==> src/inc/sarseq_pkg.sv <==
// Shared constants and types for the converter sequencer
// Overview of operation
// - Result right-justified, left when alignment set
// - Low byte read locks both result bytes
// - High byte read releases the lock
// - Done flag still set when result discarded
// - Start bit begins conversion, reads busy
// - Channel change waits for running conversion
// - Free running converts continuously after first start
// - Free running ignores uncleared done flag
// - Prescaler divides, held reset while disabled
// - Selections take effect only when enabled
// - Start at next prescaled clock rise
// - Thirteen cycles normal, twenty-five first
// - Sample at 1.5, 2.5 (14-cycle differential) or 13.5 cycles
// - Completion writes result, sets flag, clears start in single mode
// - Free running restarts immediately, start stays set
// - Differential user start 13 or 14 cycles
// - Automatic differential conversions take 14 cycles
// - Channel field picks input and gain
// - Selection buffer frozen during conversion
// - Buffer tracks again in final cycle
package sarseq_pkg;
	// Register byte addresses
	localparam logic [3:0] SARSEQ_CHANNEL_SELECT_REG_ADDR = 4'h0;
	localparam logic [3:0] SARSEQ_CONVERTER_CONTROL_STATUS_ADDR = 4'h4;
	localparam logic [3:0] SARSEQ_RESULT_LOW_BYTE_ADDR = 4'h8;
	localparam logic [3:0] SARSEQ_RESULT_HIGH_BYTE_ADDR = 4'hC;
	// channel_select_reg fields
	localparam int SARSEQ_REFERENCE_SELECT_LSB = 6;
	localparam int SARSEQ_RESULT_LEFT_ALIGN_BIT = 5;
	localparam int SARSEQ_INPUT_GAIN_SELECT_LSB = 0;
	// converter_control_status fields
	localparam int SARSEQ_CONVERTER_ENABLE_BIT = 7;
	localparam int SARSEQ_START_CONVERSION_BIT = 6;
	localparam int SARSEQ_FREE_RUNNING_SELECT_BIT = 5;
	localparam int SARSEQ_CONVERSION_DONE_FLAG_BIT = 4;
	localparam int SARSEQ_INTERRUPT_ENABLE_BIT = 3;
	localparam int SARSEQ_CLOCK_DIVIDE_SELECT_LSB = 0;
	// Reset values
	localparam logic [7:0] SARSEQ_CHANNEL_SELECT_RESET = 8'h00;
	localparam logic [7:0] SARSEQ_CONTROL_RESET = 8'h00;
	// Conversion lengths in converter clock cycles
	localparam logic [4:0] SARSEQ_NORMAL_CYCLES = 5'd13;
	localparam logic [4:0] SARSEQ_FIRST_CYCLES = 5'd25;
	localparam logic [4:0] SARSEQ_DIFF_SYNC_CYCLES = 5'd14;
	// Sample instant: falling edge in the middle of this cycle index (x.5 cycles)
	localparam logic [4:0] SARSEQ_NORMAL_SAMPLE_CYCLE = 5'd1;
	localparam logic [4:0] SARSEQ_FIRST_SAMPLE_CYCLE = 5'd13;
	localparam logic [4:0] SARSEQ_DIFF_SYNC_SAMPLE_CYCLE = 5'd2;
	localparam int SARSEQ_RESULT_BITS = 10;
	// AXI responses
	localparam logic [1:0] SARSEQ_RESP_OKAY = 2'b00;
	localparam logic [1:0] SARSEQ_RESP_SLVERR = 2'b10;

	typedef enum logic [1:0] {
		SARSEQ_GAIN_BYPASS,
		SARSEQ_GAIN_1X,
		SARSEQ_GAIN_10X,
		SARSEQ_GAIN_200X
	} sarseq_gain_t;

	// Selection applied to the analog side
	typedef struct packed {
		logic [1:0] reference_select;
		logic [4:0] input_gain_select;
	} sarseq_sel_t;
endpackage

==> src/sarseq_core.sv <==
// Converter sequencer with AXI4-Lite register slave
//
// The AXI4-Lite interface to the registers and the address map were decided locally.
`timescale 1ns/1ps
module sarseq_core
	import sarseq_pkg::*;
(
	// Clock, reset, enable
	input wire logic ref_clk_i,
	input wire logic reset_i,
	input wire logic ce_i,
	// AXI4-Lite write
	input wire logic [3:0] s_axi_awaddr_i,
	input wire logic s_axi_awvalid_i,
	output logic s_axi_awready_o,
	input wire logic [31:0] s_axi_wdata_i,
	input wire logic [3:0] s_axi_wstrb_i,
	input wire logic s_axi_wvalid_i,
	output logic s_axi_wready_o,
	output logic [1:0] s_axi_bresp_o,
	output logic s_axi_bvalid_o,
	input wire logic s_axi_bready_i,
	// AXI4-Lite read
	input wire logic [3:0] s_axi_araddr_i,
	input wire logic s_axi_arvalid_i,
	output logic s_axi_arready_o,
	output logic [31:0] s_axi_rdata_o,
	output logic [1:0] s_axi_rresp_o,
	output logic s_axi_rvalid_o,
	input wire logic s_axi_rready_i,
	// Interrupt
	output logic irq_o,
	input wire logic irq_ack_i,
	// Analog core
	output logic conv_enable_o,
	output sarseq_sel_t conv_sel_o,
	output sarseq_gain_t conv_gain_o,
	output logic conv_start_o,
	output logic conv_sample_o,
	output logic conv_clk_o,
	input wire logic [9:0] conv_result_i
);

	typedef enum logic {
		SARSEQ_IDLE,
		SARSEQ_CONV
	} sarseq_state_t;

	// Maps the channel field onto the gain stage setting
	function automatic sarseq_gain_t gain_of(input logic [4:0] sel);
		if (sel[4:3] == 2'b00 || sel[4:1] == 4'hF) begin
			gain_of = SARSEQ_GAIN_BYPASS;
		end else if (sel[4:2] == 3'b010) begin
			gain_of = SARSEQ_GAIN_10X;
		end else if (sel[4:2] == 3'b011) begin
			gain_of = SARSEQ_GAIN_200X;
		end else begin
			gain_of = SARSEQ_GAIN_1X;
		end
	endfunction

	// Prescale ratio; eight bits so that the divide-by-128 setting still fits
	function automatic logic [7:0] ratio_of(input logic [2:0] ps);
		ratio_of = (ps == 3'd0) ? 8'd2 : (8'd1 << ps);
	endfunction

	logic [7:0] chan_r;
	logic [7:0] ctrl_r;
	logic [7:0] res_lo_r;
	logic [7:0] res_hi_r;
	logic lock_r;
	sarseq_sel_t sel_buf_r;
	sarseq_state_t state_r;
	logic [6:0] pre_cnt_r;
	logic conv_clk_r;
	logic half_r;
	logic first_r;
	logic pend_r;
	logic [4:0] cyc_r;
	logic [4:0] len_r;
	logic [4:0] samp_r;
	logic start_r;
	logic sample_r;
	logic aw_hold_r;
	logic [3:0] aw_addr_r;
	logic w_hold_r;
	logic [31:0] w_data_r;
	logic [3:0] w_strb_r;
	logic bvalid_r;
	logic [1:0] bresp_r;
	logic rvalid_r;
	logic [1:0] rresp_r;
	logic [31:0] rdata_r;

	logic enable;
	logic free_run;
	logic [7:0] ratio;
	logic run;
	logic rise;
	logic fall;
	logic finish;
	logic tracking;
	logic diff_sel;
	logic wr_do;
	logic rd_do;
	logic wr_ctrl;
	logic wr_chan;
	logic [7:0] wbyte;
	logic [15:0] aligned;

	assign enable = ctrl_r[SARSEQ_CONVERTER_ENABLE_BIT];
	assign free_run = ctrl_r[SARSEQ_FREE_RUNNING_SELECT_BIT];
	assign ratio = ratio_of(ctrl_r[SARSEQ_CLOCK_DIVIDE_SELECT_LSB +: 3]);
	assign rise = ce_i && enable && ({1'b0, pre_cnt_r} == ratio - 8'd1);
	assign fall = ce_i && enable && ({1'b0, pre_cnt_r} == (ratio >> 1) - 8'd1);
	// A disabling write stops the converter at that same edge, so no start,
	// sample or clock edge escapes while the enable output is already low
	assign run = enable && !(wr_ctrl && !wbyte[SARSEQ_CONVERTER_ENABLE_BIT]);
	assign finish = rise && state_r == SARSEQ_CONV && cyc_r == len_r - 5'd1;
	assign tracking = state_r == SARSEQ_IDLE || cyc_r == len_r - 5'd1;
	assign diff_sel = gain_of(sel_buf_r.input_gain_select) != SARSEQ_GAIN_BYPASS;

	// Write happens once address and data are both held
	assign wr_do = aw_hold_r && w_hold_r && !bvalid_r;
	assign rd_do = s_axi_arvalid_i && !rvalid_r;
	assign wbyte = w_data_r[7:0];
	assign wr_ctrl = ce_i && wr_do && w_strb_r[0] && aw_addr_r == SARSEQ_CONVERTER_CONTROL_STATUS_ADDR;
	assign wr_chan = ce_i && wr_do && w_strb_r[0] && aw_addr_r == SARSEQ_CHANNEL_SELECT_REG_ADDR;

	assign s_axi_awready_o = ce_i && !aw_hold_r;
	assign s_axi_wready_o = ce_i && !w_hold_r;
	assign s_axi_arready_o = ce_i && !rvalid_r;
	assign s_axi_bvalid_o = bvalid_r;
	assign s_axi_bresp_o = bresp_r;
	assign s_axi_rvalid_o = rvalid_r;
	assign s_axi_rresp_o = rresp_r;
	assign s_axi_rdata_o = rdata_r;

	assign irq_o = ctrl_r[SARSEQ_CONVERSION_DONE_FLAG_BIT] && ctrl_r[SARSEQ_INTERRUPT_ENABLE_BIT];
	assign conv_enable_o = enable;
	assign conv_sel_o = sel_buf_r;
	assign conv_gain_o = gain_of(sel_buf_r.input_gain_select);
	assign conv_start_o = start_r;
	assign conv_sample_o = sample_r;
	assign conv_clk_o = conv_clk_r;

	// Justified result for the two data bytes
	assign aligned = chan_r[SARSEQ_RESULT_LEFT_ALIGN_BIT] ?
		{conv_result_i, 6'h00} : {6'h00, conv_result_i};

	// AXI write channel capture
	always_ff @(posedge ref_clk_i or posedge reset_i) begin
		if (reset_i) begin
			aw_hold_r <= 1'b0;
			aw_addr_r <= 4'h0;
			w_hold_r <= 1'b0;
			w_data_r <= 32'h00000000;
			w_strb_r <= 4'h0;
			bvalid_r <= 1'b0;
			bresp_r <= SARSEQ_RESP_OKAY;
		end else if (ce_i) begin
			if (s_axi_awvalid_i && !aw_hold_r) begin
				aw_hold_r <= 1'b1;
				aw_addr_r <= {s_axi_awaddr_i[3:2], 2'b00};
			end
			if (s_axi_wvalid_i && !w_hold_r) begin
				w_hold_r <= 1'b1;
				w_data_r <= s_axi_wdata_i;
				w_strb_r <= s_axi_wstrb_i;
			end
			if (wr_do) begin
				aw_hold_r <= 1'b0;
				w_hold_r <= 1'b0;
				bvalid_r <= 1'b1;
				bresp_r <= (aw_addr_r == SARSEQ_CHANNEL_SELECT_REG_ADDR ||
					aw_addr_r == SARSEQ_CONVERTER_CONTROL_STATUS_ADDR ||
					aw_addr_r == SARSEQ_RESULT_LOW_BYTE_ADDR ||
					aw_addr_r == SARSEQ_RESULT_HIGH_BYTE_ADDR) ?
					SARSEQ_RESP_OKAY : SARSEQ_RESP_SLVERR;
			end else if (bvalid_r && s_axi_bready_i) begin
				bvalid_r <= 1'b0;
			end
		end
	end

	// AXI read channel; reads of the result bytes steer the lock
	always_ff @(posedge ref_clk_i or posedge reset_i) begin
		if (reset_i) begin
			rvalid_r <= 1'b0;
			rresp_r <= SARSEQ_RESP_OKAY;
			rdata_r <= 32'h00000000;
		end else if (ce_i) begin
			if (rd_do) begin
				rvalid_r <= 1'b1;
				rresp_r <= SARSEQ_RESP_OKAY;
				case ({s_axi_araddr_i[3:2], 2'b00})
					SARSEQ_CHANNEL_SELECT_REG_ADDR: rdata_r <= {24'h000000, chan_r};
					SARSEQ_CONVERTER_CONTROL_STATUS_ADDR: rdata_r <= {24'h000000, ctrl_r};
					SARSEQ_RESULT_LOW_BYTE_ADDR: rdata_r <= {24'h000000, res_lo_r};
					SARSEQ_RESULT_HIGH_BYTE_ADDR: rdata_r <= {24'h000000, res_hi_r};
					default: begin
						rdata_r <= 32'h00000000;
						rresp_r <= SARSEQ_RESP_SLVERR;
					end
				endcase
			end else if (rvalid_r && s_axi_rready_i) begin
				rvalid_r <= 1'b0;
			end
		end
	end

	// Software copy of the channel selection
	always_ff @(posedge ref_clk_i or posedge reset_i) begin
		if (reset_i) begin
			chan_r <= SARSEQ_CHANNEL_SELECT_RESET;
		end else if (wr_chan) begin
			chan_r <= wbyte;
		end
	end

	// Buffered selection follows software only when safe and enabled
	always_ff @(posedge ref_clk_i or posedge reset_i) begin
		if (reset_i) begin
			sel_buf_r <= '0;
		end else if (ce_i && enable && tracking) begin
			sel_buf_r.reference_select <= chan_r[SARSEQ_REFERENCE_SELECT_LSB +: 2];
			sel_buf_r.input_gain_select <= chan_r[SARSEQ_INPUT_GAIN_SELECT_LSB +: 5];
		end
	end

	// Control and status byte; hardware set of the flag beats the clear
	always_ff @(posedge ref_clk_i or posedge reset_i) begin
		if (reset_i) begin
			ctrl_r <= SARSEQ_CONTROL_RESET;
		end else if (ce_i) begin
			if (wr_ctrl) begin
				ctrl_r[SARSEQ_CONVERTER_ENABLE_BIT] <= wbyte[SARSEQ_CONVERTER_ENABLE_BIT];
				ctrl_r[SARSEQ_FREE_RUNNING_SELECT_BIT] <= wbyte[SARSEQ_FREE_RUNNING_SELECT_BIT];
				ctrl_r[SARSEQ_INTERRUPT_ENABLE_BIT] <= wbyte[SARSEQ_INTERRUPT_ENABLE_BIT];
				ctrl_r[SARSEQ_CLOCK_DIVIDE_SELECT_LSB +: 3] <=
					wbyte[SARSEQ_CLOCK_DIVIDE_SELECT_LSB +: 3];
				if (wbyte[SARSEQ_CONVERSION_DONE_FLAG_BIT]) begin
					ctrl_r[SARSEQ_CONVERSION_DONE_FLAG_BIT] <= 1'b0;
				end
			end
			if (irq_ack_i) begin
				ctrl_r[SARSEQ_CONVERSION_DONE_FLAG_BIT] <= 1'b0;
			end
			// Start only sets; a zero write leaves it alone
			if (wr_ctrl && wbyte[SARSEQ_START_CONVERSION_BIT] &&
				wbyte[SARSEQ_CONVERTER_ENABLE_BIT]) begin
				ctrl_r[SARSEQ_START_CONVERSION_BIT] <= 1'b1;
			end
			if (finish) begin
				ctrl_r[SARSEQ_CONVERSION_DONE_FLAG_BIT] <= 1'b1;
				if (!free_run) begin
					ctrl_r[SARSEQ_START_CONVERSION_BIT] <= 1'b0;
				end
			end
			// Disabling aborts and clears a pending start
			if (wr_ctrl && !wbyte[SARSEQ_CONVERTER_ENABLE_BIT]) begin
				ctrl_r[SARSEQ_START_CONVERSION_BIT] <= 1'b0;
			end
		end
	end

	// Prescaler and the converter clocks
	always_ff @(posedge ref_clk_i or posedge reset_i) begin
		if (reset_i) begin
			pre_cnt_r <= 7'd0;
			conv_clk_r <= 1'b0;
			half_r <= 1'b0;
		end else if (ce_i) begin
			if (!run) begin
				pre_cnt_r <= 7'd0;
				conv_clk_r <= 1'b0;
				half_r <= 1'b0;
			end else begin
				pre_cnt_r <= rise ? 7'd0 : pre_cnt_r + 7'd1;
				if (rise) begin
					conv_clk_r <= 1'b1;
					half_r <= !half_r;
				end else if (fall) begin
					conv_clk_r <= 1'b0;
				end
			end
		end
	end

	// Result bytes with read-order lock
	always_ff @(posedge ref_clk_i or posedge reset_i) begin
		if (reset_i) begin
			res_lo_r <= 8'h00;
			res_hi_r <= 8'h00;
			lock_r <= 1'b0;
		end else if (ce_i) begin
			if (finish && !lock_r) begin
				res_lo_r <= aligned[7:0];
				res_hi_r <= aligned[15:8];
			end
			if (rd_do && s_axi_araddr_i[3:2] == SARSEQ_RESULT_LOW_BYTE_ADDR[3:2]) begin
				lock_r <= 1'b1;
			end else if (rd_do && s_axi_araddr_i[3:2] == SARSEQ_RESULT_HIGH_BYTE_ADDR[3:2]) begin
				lock_r <= 1'b0;
			end
		end
	end

	// Conversion sequencer
	always_ff @(posedge ref_clk_i or posedge reset_i) begin
		if (reset_i) begin
			state_r <= SARSEQ_IDLE;
			first_r <= 1'b1;
			pend_r <= 1'b0;
			cyc_r <= 5'd0;
			len_r <= SARSEQ_FIRST_CYCLES;
			samp_r <= SARSEQ_FIRST_SAMPLE_CYCLE;
			start_r <= 1'b0;
			sample_r <= 1'b0;
		end else if (ce_i) begin
			start_r <= 1'b0;
			sample_r <= run && fall && state_r == SARSEQ_CONV && cyc_r == samp_r;
			if (!run) begin
				state_r <= SARSEQ_IDLE;
				first_r <= 1'b1;
				// Enable and start written together still arm the first conversion
				pend_r <= wr_ctrl && wbyte[SARSEQ_START_CONVERSION_BIT] &&
					wbyte[SARSEQ_CONVERTER_ENABLE_BIT];
				cyc_r <= 5'd0;
			end else begin
				if (wr_ctrl && wbyte[SARSEQ_START_CONVERSION_BIT] && state_r == SARSEQ_IDLE) begin
					pend_r <= 1'b1;
				end
				case (state_r)
					SARSEQ_IDLE: begin
						if (rise && pend_r) begin
							state_r <= SARSEQ_CONV;
							pend_r <= 1'b0;
							start_r <= 1'b1;
							cyc_r <= 5'd0;
							if (first_r) begin
								len_r <= SARSEQ_FIRST_CYCLES;
								samp_r <= SARSEQ_FIRST_SAMPLE_CYCLE;
							end else if (diff_sel && half_r) begin
								len_r <= SARSEQ_DIFF_SYNC_CYCLES;
								samp_r <= SARSEQ_DIFF_SYNC_SAMPLE_CYCLE;
							end else begin
								len_r <= SARSEQ_NORMAL_CYCLES;
								samp_r <= SARSEQ_NORMAL_SAMPLE_CYCLE;
							end
							first_r <= 1'b0;
						end
					end
					SARSEQ_CONV: begin
						if (finish) begin
							// Free running ignores the done flag entirely
							if (free_run) begin
								start_r <= 1'b1;
								cyc_r <= 5'd0;
								if (diff_sel) begin
									len_r <= SARSEQ_DIFF_SYNC_CYCLES;
									samp_r <= SARSEQ_DIFF_SYNC_SAMPLE_CYCLE;
								end else begin
									len_r <= SARSEQ_NORMAL_CYCLES;
									samp_r <= SARSEQ_NORMAL_SAMPLE_CYCLE;
								end
							end else begin
								// Single mode waits for the next software start
								state_r <= SARSEQ_IDLE;
							end
						end else if (rise) begin
							cyc_r <= cyc_r + 5'd1;
						end
					end
					default: state_r <= SARSEQ_IDLE;
				endcase
			end
		end
	end

endmodule // sarseq_core

==> config.mk <==
export PLATFORM = sky130hd
export DESIGN_NAME = sarseq_core
export DESIGN_NICKNAME = d
export VERILOG_FILES = /design/src/inc/sarseq_pkg.sv /design/src/sarseq_core.sv
export SDC_FILE = /design/constraint.sdc
export NUM_CORES = 1
export LEC_CHECK = 0
export ABC_AREA = 1
export BUFFER_PORTS_ARGS = -buffer_cell sky130_fd_sc_hd__buf_2
export CAP_MARGIN = 20
export CORE_UTILIZATION = 45
export DETAILED_ROUTE_END_ITERATION = 6
export PLACE_DENSITY = 0.69
export SETUP_SLACK_MARGIN = 0.15
export SKIP_CTS_REPAIR_TIMING = 1
export SYNTH_ARGS = -nofsm -noshare
export SYNTH_HDL_FRONTEND = slang
export SYNTH_SLANG_ARGS = --single-unit
==> constraint.sdc <==
create_clock -name ref_clk_i -period 7.64 [get_ports ref_clk_i]
set_input_delay 1.528 -clock ref_clk_i [delete_from_list [all_inputs] [get_ports ref_clk_i]]
set_output_delay 1.528 -clock ref_clk_i [all_outputs]
set_load 0.005 [all_outputs]
Word level (Yosys, flattened, before mapping)
Cells that the tools add are included.

Bits in registers: 118. Logic and storage cells: 202.

$add $sub $neg: 5. Equal/unequal tests: 23. Shift operators: 1. Mux-type cells: 67. Bitwise gates (word level): 1. Reductions and logical operators: 76.

Operators by type and width (count): 32-bit one-hot mux with 4 select lines (1); 5-bit two-way mux (13); 1-bit two-way mux (35); 1-bit logical AND (34); 5-bit one-hot mux with 2 select lines (3); 2-bit AND reduction (13); 7-bit by 8-bit equality test with 1-bit output (2); 16-bit two-way mux (1); 2-bit two-way mux (8); 7-bit two-way mux (2); 2-bit nonzero test (6); 5-bit equality test (2); 2-bit equality test, second input constant (4); 1-bit zero test (8); 8-bit two-way mux (1); 2-bit by 1-bit inequality test with 1-bit output, second input constant (4); 1-bit by 3-bit << shifter with 8-bit output, first input constant (1); 7-bit by 1-bit subtractor with 8-bit output, second input constant (1); 8-bit by 1-bit subtractor with 8-bit output, second input constant (1); 7-bit by 1-bit adder with 7-bit output, second input constant (1); 3-bit by 2-bit equality test with 1-bit output, second input constant (2); 3-bit AND reduction (2); 3-bit nonzero test (2); 5-bit by 1-bit adder with 5-bit output, second input constant (1); 17 further kinds (25).

Longest topological paths before layout
Gate-level depths: netlist of the first run.

Word-level depth: 11. Depth in mapped cells: 18.

Worst setup path before layout of the first run
No wires, ideal clock.

Path kind: input to output. Start point: input port ce_i. End point: output port s_axi_arready_o. Arrival: 2.041 ns. Setup slack: 4.071 ns. Cell stages on the path: 3. Path buffers: 1. Cell sequence: buf_2 clkinv_1 nor2_1.

Word-level cells in the longest chain between the ends: 1.

RTL lines: from (decl) (RTL line sarseq_core.sv:11) `input wire logic ce_i,`; 1-bit logical AND (RTL line sarseq_core.sv:132) `assign s_axi_arready_o = ce_i && !rvalid_r;`; to (decl) (RTL line sarseq_core.sv:26) `output logic s_axi_arready_o,`.

Every way passes these cells.

Worst setup path in the final report of the first run
Start point: input port ce_i. End point: output port s_axi_wready_o.

Word-level cells in the longest chain between the ends: 1.

RTL lines: 1-bit logical AND (RTL line sarseq_core.sv:131) `assign s_axi_wready_o = ce_i && !w_hold_r;`; to (decl) (RTL line sarseq_core.sv:19) `output logic s_axi_wready_o,`.

Every way passes these cells.

==> flow_summary.yaml, run 1 <==
route:
  firstDrtPassIters: 4
  dr.first_iter.drc_count: 185
  remaining_antenna_violation_count_after_routing: 0
  wl_per_cell_um: 13.0
  drt_wl_total_um: 10200
  detailroute.via_count: 3935
  route.detailed.vias_per_inst: 4.98
  drt_drc_violations_left: 0
synthesis:
  synthDominantAreaCellType: "sky130_fd_sc_hd__dfrtp_1"
  postSynthCellCount: 594
  number_of_synthesized_flops_with_an_enable_pin: 0
  synth-seq-cells: 87
  synth.yosys.seq_area_share: 0.456
  synth_area_per_cell_um2: 8.06
  ys_warn_count: 0
  netlist_top_cells_area: "sky130_fd_sc_hd__dfrtp_1 44%, sky130_fd_sc_hd__nand2_1 13%, sky130_fd_sc_hd__nor2_1 4.9%, sky130_fd_sc_hd__buf_4 4.4%, sky130_fd_sc_hd__inv_1 4.1%"
  yosysMostFrequentCell: "sky130_fd_sc_hd__nand2_1"
  synth_cell_type_count: 37
  synth_top_cells_by_count: "161 x sky130_fd_sc_hd__nand2_1, 84 x sky130_fd_sc_hd__dfrtp_1, 63 x sky130_fd_sc_hd__nor2_1, 52 x sky130_fd_sc_hd__inv_1, 34 x sky130_fd_sc_hd__o21ai_0"
  async_reset_ff_frac: 1.00
  ys.flop_type: "sky130_fd_sc_hd__dfrtp_1"
  post-synth-top-area-fraction: 0.439
  mappedNetlistArea_um2: 4790
outcome:
  outcome: "completed"
placed_design:
  place.gp.congestion: 0.870
  port_buffers: 59
  dpl-instance-area_um2: 5060
  preCtsSetupSlack_ns: 3.52
  place_hpwl_um: 7510
hold_path:
  hold_path.startpoint: "s_axi_rdata_o[0]"
  class_of_the_worst_hold_path: "reg2reg"
worst_setup_path:
  path_buf_inv: 3
  crit_path_cell_trace: "buf_2 -> clkinv_1 -> nor2_1 -> buf_2"
  criticalPathCategory: "in2out"
  critPathArrivalTime_ns: 2.61
  reg2reg_to: "res_hi_r[7]"
  timing.critical_path.max_delay_family: "buffers and inverters"
  max_stage_delay_ns: 0.37
  rrSetupSlack_ns: 4.80
  crit_top_cell: "sky130_fd_sc_hd__buf_2"
  worst_ep_required_time_ns: 6.11
  critPathCaptureType: "primary output"
  critPathMaxFanout: 21
  crit_path_start_kind: "input port"
  timing.critical_path.to: "s_axi_wready_o"
  timing.rr.start: "ctrl_r[2]"
  critical_path.slowest_cell: "sky130_fd_sc_hd__clkinv_1"
  path_depth: 4
  timing.reg2reg.worst_path_depth: 15
  critical_path.startpoint: "ce_i"
floorplan:
  fp-row-count: 37
  io_pins: 118
  die_width_um: 105
  coreArea_um2: 10300
  start_util: 0.464
  die_h_um: 105
  design.die.area_um2: 11100
cells_and_area:
  sequential_cell_area_in_the_final_layout_um2: 2180
  areaGrowthSynthToFinish_pct: 9.88
  fin_area_um2: 5260
  number_of_antenna_cells_inserted: 0
  drive_above_1_share: 0.205
  layout.nets: 716
  fillers: 1024
  multi_input_comb_area_um2: 2170
cts:
  cts-root-to-sink-buffers: 2
  clock_tree.htree_level_count: 3
  clk_root_buffer_cell: "sky130_fd_sc_hd__clkbuf_8"
  cts_num_sinks: 87
  clk_pin_slew_worst_paths_ns: 0.08
  worstSkewPairLatency_ns: 0.37
  cts-buffers-inserted: 9
  tritoncts_clock_tree: "built"
sta:
  grt_setup_unrepaired: "no"
  max_slew_headroom: 0.477
  skew_ns: 0.00820
  slew_violations: 0
  worst_slew_pin_tran_ns: 0.785
  final-setup-viol-count: 0
  fin_crit_sh: 0.541
  setup_tns_ns: 0
  timing.fmax_mhz: 242
  post-route-worst-setup-slack_ns: 3.51
  final-hold-violation-count: 0
  post-route-min-period_ns: 4.13
  timing.hold.ws_ns: 0.483
run:
  cap_viol_max_count: 0
grt:
  grt_max_degree: 62
  global_route.usage.total: 0.201
  antenna_found_initial: 0
  grt_first_pass_wirelength_um: 17500
  grt_overflow_total: 0
  first_global_vias: 3661
power_and_ir_drop:
  power.leakage_nw: 2.74
  powerDensity_nw_per_um2: 296
  peakVddDrop_v: 0.0000971
power by group:
part	switching, mW	total, mW	internal, mW
Clock	0.161	0.332	0.170
Combinational	0.323	0.525	0.202
Sequential	0.117	0.700	0.582
Total	0.602	1.56	0.954
layout by cell type, fill, tap and decap left out, types with 3 or more instances in the layout:
cell                       count
sky130_fd_sc_hd__buf_2        59
sky130_fd_sc_hd__inv_1        51
sky130_fd_sc_hd__nand3_1      24
sky130_fd_sc_hd__a21oi_1      22
sky130_fd_sc_hd__ha_1          4
sky130_fd_sc_hd__mux2_2        5
sky130_fd_sc_hd__nand3b_1      3
sky130_fd_sc_hd__nand3_2       4
sky130_fd_sc_hd__dfstp_2       3
sky130_fd_sc_hd__mux2i_1       4
sky130_fd_sc_hd__dfrtp_1      84
sky130_fd_sc_hd__conb_1       27
sky130_fd_sc_hd__xor2_1       12
sky130_fd_sc_hd__o21ai_0      34
sky130_fd_sc_hd__nand2_2      19
sky130_fd_sc_hd__o21ai_2      18
sky130_fd_sc_hd__nand2_1     161
sky130_fd_sc_hd__nor2_1       63
sky130_fd_sc_hd__nand4_1       4
sky130_fd_sc_hd__a221oi_1      8
sky130_fd_sc_hd__clkbuf_8     11
sky130_fd_sc_hd__inv_2         6
sky130_fd_sc_hd__o31ai_1       3
sky130_fd_sc_hd__clkbuf_1      3
cell families after synthesis:
logic type	count (synthesis)	share of synthesized area
xor+xnor	13	0.0238
compound gates	92	0.123
buf+inv	103	0.111
fa+ha+maj	4	0.0105
mux	9	0.0201
flops	87	0.456
other cells	1	0.000784
simple gates	285	0.255
per-layer routing:
layer	vias up	GRT usage	wire length, um
li1	1963	-	-
met1	1880	0.264	4710
met2	80	0.330	5000
met3	12	0.0430	390
met4	0	0.0654	131
met5	-	0	0
state kept, by name, summed over array words and instances, names as in the netlist, 2 cells and up:
register       count
aw_addr_r          2
res_lo_r           8
w_data_r           8
pre_cnt_r          7
chan_r             8
s_axi_rdata_o      8
conv_sel_o         7
len_r              3
cyc_r              5
res_hi_r           8
ctrl_r             8
final cells by class:
cell class	instances	share of cell area
well taps	136	0.0324
flip-flops and latches	87	0.415
repair buffers	61	0.0590
multi-input cells	430	0.413
clock buffers	14	0.0309
inverters	60	0.0431
clock inverters	2	0.00738
worst reg2reg max path: cells and delay by family, from the launching register on:
kind	cells	cell delay [ns]
simple gates	10	1.32
buf+inv	3	0.48
compound gates	1	0.06
flops	1	0.54
fa+ha+maj	1	0.35
how the worst min path moves through the flow:
stage | endpoint | cells past startpoint
after floorplan | len_r[1] | 2
final | s_axi_rdata_o[0] | 2
after CTS | samp_r[2] | 2
after global routing | samp_r[2] | 2
after detailed placement | conv_clk_o | 2
after global placement | conv_clk_o | 2
per-stage QoR:
| step | cells | utilization | power [mW] |
|---|---|---|---|
| 4_1_cts | 790 | 0.509 | 1.57 |
| 3_3_place_gp | 774 | 0.490 | 1.21 |
| 5_1_grt | 790 | 0.509 | 1.68 |
| 6_report | 790 | 0.509 | 1.56 |
| 2_1_floorplan | 620 | - | 1.08 |
| 3_5_place_dp | 774 | 0.490 | 1.23 |
(Power assumes the default switching activity.)
==> inputs of run 2 (changes only) <==
Clock period 7.64 ns to 4 ns, I/O delays scaled along.
==> run 2 against run 1 <==
Against the previous run:
- flip-flop and latch count did not move
- clock power rose by 73%
- setup slack got worse by 2.4 ns
- combinational power rose by 92%
- via count fell by 0.79%
- clock-buffer cell count fell by 4
- sequential power rose by 90%
- critical path type is now reg2reg
- largest power group unchanged
- highest routed layer unchanged
==> flow_summary.yaml, run 2 (synthesized netlist as in run 1, its figures left out) <==
sta:
  skew_ns: 0.0112
  fin_crit_sh: 0.715
  timing.fmax_mhz: 350
  final-setup-viol-count: 0
  final-hold-violation-count: 0
  slew_violations: 0
  grt_setup_unrepaired: "no"
  worst_slew_pin_tran_ns: 0.700
  setup_tns_ns: 0
  post-route-min-period_ns: 2.86
  max_slew_headroom: 0.532
worst_setup_path:
  critical_path.slowest_cell: "sky130_fd_sc_hd__dfrtp_1"
  timing.rr.start: "ctrl_r[2]"
  max_stage_delay_ns: 0.53
  crit_top_cell: "sky130_fd_sc_hd__nand2_1"
  timing.reg2reg.worst_path_depth: 15
  reg2reg_to: "res_hi_r[7]"
  critPathArrivalTime_ns: 3.09
  worst_ep_required_time_ns: 4.23
  criticalPathCategory: "reg2reg"
  crit_path_cell_trace: "nor2_1 -> inv_1 -> ha_1 -> inv_1 -> nand2_1 -> nand2_1 -> nand2_1 -> nor2_2 -> nand3_2 -> nor2_4 -> nand4_2 -> or2_1 -> buf_4 -> nand2_1 -> o21ai_2"
  crit_path_start_kind: "flip-flop"
  critPathMaxFanout: 32
  rrSetupSlack_ns: 1.14
  critPathCaptureType: "flip-flop"
cts:
  worstSkewPairLatency_ns: 0.36
  cts-root-to-sink-buffers: 2
  tritoncts_clock_tree: "built"
  clk_pin_slew_worst_paths_ns: 0.09
  clk_root_buffer_cell: "sky130_fd_sc_hd__clkbuf_8"
  clock_tree.htree_level_count: 3
  cts-buffers-inserted: 9
  cts_num_sinks: 87
cells_and_area:
  layout.nets: 719
  areaGrowthSynthToFinish_pct: 10.3
  drive_above_1_share: 0.213
  mostFrequentLayoutCell: "sky130_fd_sc_hd__nand2_1"
  multi_input_comb_area_um2: 2170
  final_cell_mix: "161 x sky130_fd_sc_hd__nand2_1, 84 x sky130_fd_sc_hd__dfrtp_1, 63 x sky130_fd_sc_hd__nor2_1, 59 x sky130_fd_sc_hd__buf_2, 51 x sky130_fd_sc_hd__inv_1"
  number_of_antenna_cells_inserted: 0
  fillers: 985
  sequential_cell_area_in_the_final_layout_um2: 2180
grt:
  first_global_vias: 3692
  antenna_found_initial: 0
  grt_max_degree: 58
  grt_overflow_total: 0
  grt_first_pass_wirelength_um: 17200
  global_route.usage.total: 0.196
power_and_ir_drop:
  powerDensity_nw_per_um2: 553
  power.leakage_nw: 2.75
  peakVddDrop_v: 0.000219
  total_power_mw: 2.92
placed_design:
  place_hpwl_um: 7480
  port_buffers: 59
  place.gp.congestion: 0.848
route:
  wl_per_cell_um: 12.7
  dr.first_iter.drc_count: 236
  remaining_antenna_violation_count_after_routing: 0
  detailroute.via_count: 3904
  drt_wl_total_um: 10100
  firstDrtPassIters: 7
  drt_drc_violations_left: 0
  route.detailed.vias_per_inst: 4.92
run:
  cap_viol_max_count: 0
floorplan:
  fp-row-count: 37
  die_h_um: 105
  io_pins: 118
  coreArea_um2: 10300
  design.die.area_um2: 11100
  start_util: 0.464
  die_width_um: 105
hold_path:
  class_of_the_worst_hold_path: "in2async"
outcome:
  outcome: "completed"
-- run 2: power by group --
part / total, mW / switching, mW / internal [mW]
Clock: 0.573 / 0.328 / 0.245
Sequential: 1.33 / 0.220 / 1.11
Combinational: 1.01 / 0.623 / 0.390
Total: 2.92 / 1.17 / 1.75
-- run 2: how the worst max path moves through the flow --
| stage | cells past startpoint | slack [ns] | from | endpoint |
|---|---|---|---|---|
| detailed placement | 15 | 1.20 | ctrl_r[2] | res_hi_r[7] |
| floorplan | 1 | 0.95 | reset_i | aw_addr_r[2] |
| global placement | 15 | 1.25 | ctrl_r[2] | res_hi_r[7] |
| global route | 15 | 0.88 | ctrl_r[2] | res_lo_r[7] |
| finish | 15 | 1.14 | ctrl_r[2] | res_hi_r[7] |
| CTS | 15 | 1.16 | ctrl_r[2] | res_hi_r[7] |
-- run 2: cell type report --
cell class | instances | share of cell area
Multi-Input combinational cell | 430 | 0.411
Sequential cell | 87 | 0.413
Inverter | 60 | 0.0429
Timing Repair Buffer | 64 | 0.0668
Tap cell | 136 | 0.0322
Clock buffer | 10 | 0.0261
Clock inverter | 6 | 0.00806
-- run 2: stage by stage --
step	cell area [um^2]	instances	hold slack [ns]	worst slack (ns)	util
final	5280	793	0.302	1.14	0.511
after floorplan	4880	620	0.449	0.955	-
after CTS	5250	792	0.487	1.16	0.509
after global placement	5070	776	0.466	1.25	0.491
after detailed placement	5070	776	0.467	1.20	0.491
after global routing	5280	793	0.294	0.885	0.511
-- run 2: layer usage --
layer  vias to the layer above  track usage  routed length [um]
met3                        13       0.0381                 448
met4                         0       0.0644                 140
met1                      1837        0.263                4670
li1                       1959            -                   -
met2                        95        0.320                4820
met5                         -            0                   0
-- run 2: critical path, delay by kind of cell, from the launching register on --
family                     cells  cell delay [ns]
adders and majority gates      1             0.36
DFF                            1             0.53
buffers and inverters          3             0.48
and+or+nand+nor               10             1.30
AOI/OAI and AO/OA              1             0.06
==> inputs of run 3 (changes only) <==
Clock period 4 ns to 2.81 ns, I/O delays scaled along.
==> run 3 against run 2 <==
Against the previous run:
- sequential share of layout area decreased by 0.71 points
- cell area increased by 1.8%
- clock skew decreased by 0.0052 ns
- clock power increased by 55%
- first-iteration DRC count decreased by 22%
- via count increased by 0.72%
- clock-buffer cell count unchanged
- critical path type unchanged
- critical endpoint is now res_lo_r[7]
- largest power group unchanged
==> flow_summary.yaml, run 3 (synthesized netlist as in run 1, its figures left out) <==
route:
  firstDrtPassIters: 4
  detailroute.via_count: 3932
  dr.first_iter.drc_count: 184
  drt_wl_total_um: 10100
  drt_drc_violations_left: 0
  route.detailed.vias_per_inst: 4.92
  wl_per_cell_um: 12.6
  remaining_antenna_violation_count_after_routing: 0
floorplan:
  io_pins: 118
  coreArea_um2: 10300
  die_h_um: 105
  design.die.area_um2: 11100
  start_util: 0.464
  die_width_um: 105
  fp-row-count: 37
cts:
  worstSkewPairLatency_ns: 0.35
  clk_root_buffer_cell: "sky130_fd_sc_hd__clkbuf_8"
  cts-root-to-sink-buffers: 2
  cts-buffers-inserted: 9
  clock_tree.htree_level_count: 3
  cts_num_sinks: 87
  tritoncts_clock_tree: "built"
  clk_pin_slew_worst_paths_ns: 0.09
cells_and_area:
  drive_above_1_share: 0.226
  layout.nets: 725
  postLayoutCoreUtil: 0.521
  sequential_cell_area_in_the_final_layout_um2: 2180
  multi_input_comb_area_um2: 2190
  fin_area_um2: 5380
  final_cell_mix: "160 x sky130_fd_sc_hd__nand2_1, 83 x sky130_fd_sc_hd__dfrtp_1, 62 x sky130_fd_sc_hd__nor2_1, 59 x sky130_fd_sc_hd__buf_2, 51 x sky130_fd_sc_hd__inv_1"
  areaGrowthSynthToFinish_pct: 12.3
  instances_no_fill: 799
  fillers: 993
  mostFrequentLayoutCell: "sky130_fd_sc_hd__nand2_1"
  number_of_antenna_cells_inserted: 0
placed_design:
  place.gp.congestion: 0.869
  numPlacedInstances: 782
  dpl-instance-area_um2: 5130
  place_hpwl_um: 7690
  port_buffers: 59
  preCtsSetupSlack_ns: 0.131
worst_setup_path:
  critPathCaptureType: "flip-flop"
  worst_ep_required_time_ns: 3.06
  crit_path_start_kind: "flip-flop"
  max_stage_delay_ns: 0.46
  path_buf_inv: 3
  timing.reg2reg.worst_path_depth: 15
  critical_path.slowest_cell: "sky130_fd_sc_hd__dfrtp_2"
  reg2reg_to: "res_lo_r[7]"
  criticalPathCategory: "reg2reg"
  crit_top_cell: "sky130_fd_sc_hd__nand2_1"
  rrSetupSlack_ns: 0.39
  timing.rr.start: "ctrl_r[2]"
  timing.critical_path.max_delay_family: "simple AND/OR/NAND/NOR gates"
  critPathMaxFanout: 32
  crit_path_cell_trace: "nor2_4 -> inv_1 -> ha_4 -> inv_1 -> nand2_1 -> nand2_1 -> nand2_1 -> nor2_2 -> nand3_2 -> nor2_4 -> nand4_2 -> or2_4 -> buf_12 -> nand2_1 -> o21ai_2"
  critPathArrivalTime_ns: 2.67
sta:
  timing.fmax_mhz: 413
  final-setup-viol-count: 0
  timing.hold.ws_ns: 0.239
  setup_tns_ns: 0
  skew_ns: 0.00602
  grt_setup_unrepaired: "no"
  post-route-min-period_ns: 2.42
  post-route-worst-setup-slack_ns: 0.386
  max_slew_headroom: 0.613
  worst_slew_pin_tran_ns: 0.579
  fin_crit_sh: 0.863
  final-hold-violation-count: 0
  slew_violations: 0
hold_path:
  class_of_the_worst_hold_path: "in2async"
power_and_ir_drop:
  powerDensity_nw_per_um2: 802
  power.leakage_nw: 2.79
  total_power_mw: 4.31
  peakVddDrop_v: 0.000262
grt:
  grt_first_pass_wirelength_um: 17100
  antenna_found_initial: 0
  first_global_vias: 3744
  grt_overflow_total: 0
  grt_max_degree: 66
  global_route.usage.total: 0.194
outcome:
  outcome: "completed"
run:
  cap_viol_max_count: 0
-- run 3: cell type report --
class                           instances  share of cell area
Sequential cell                        87               0.406
Multi-Input combinational cell        430               0.408
Clock inverter                          6              0.0128
Inverter                               60              0.0426
Timing Repair Buffer                   70              0.0750
Tap cell                              136              0.0317
Clock buffer                           10              0.0237
-- run 3: power breakdown --
group / total (mW) / switching, mW / internal (mW)
clock network: 0.890 / 0.472 / 0.418
registers: 1.86 / 0.278 / 1.59
logic: 1.55 / 0.943 / 0.612
-- run 3: metal layers --
layer  track usage  up-vias  part of all wire
met5             0        -                 0
met4        0.0694        0             0.016
met3        0.0381       16             0.043
met2         0.322       89              0.48
met1         0.253     1849              0.46
li1              -     1978                 -
-- run 3: worst max-delay path by stage --
stage | slack (ns) | end | cells past startpoint | start
global route | 0.22 | res_lo_r[7] | 14 | len_r[0]
floorplan | 0.42 | res_lo_r[6] | 17 | ctrl_r[2]
detailed placement | 0.13 | res_lo_r[7] | 15 | ctrl_r[2]
global placement | 0.20 | res_hi_r[7] | 15 | ctrl_r[2]
CTS | 0.08 | res_lo_r[7] | 15 | ctrl_r[2]
finish | 0.39 | res_lo_r[7] | 15 | ctrl_r[2]
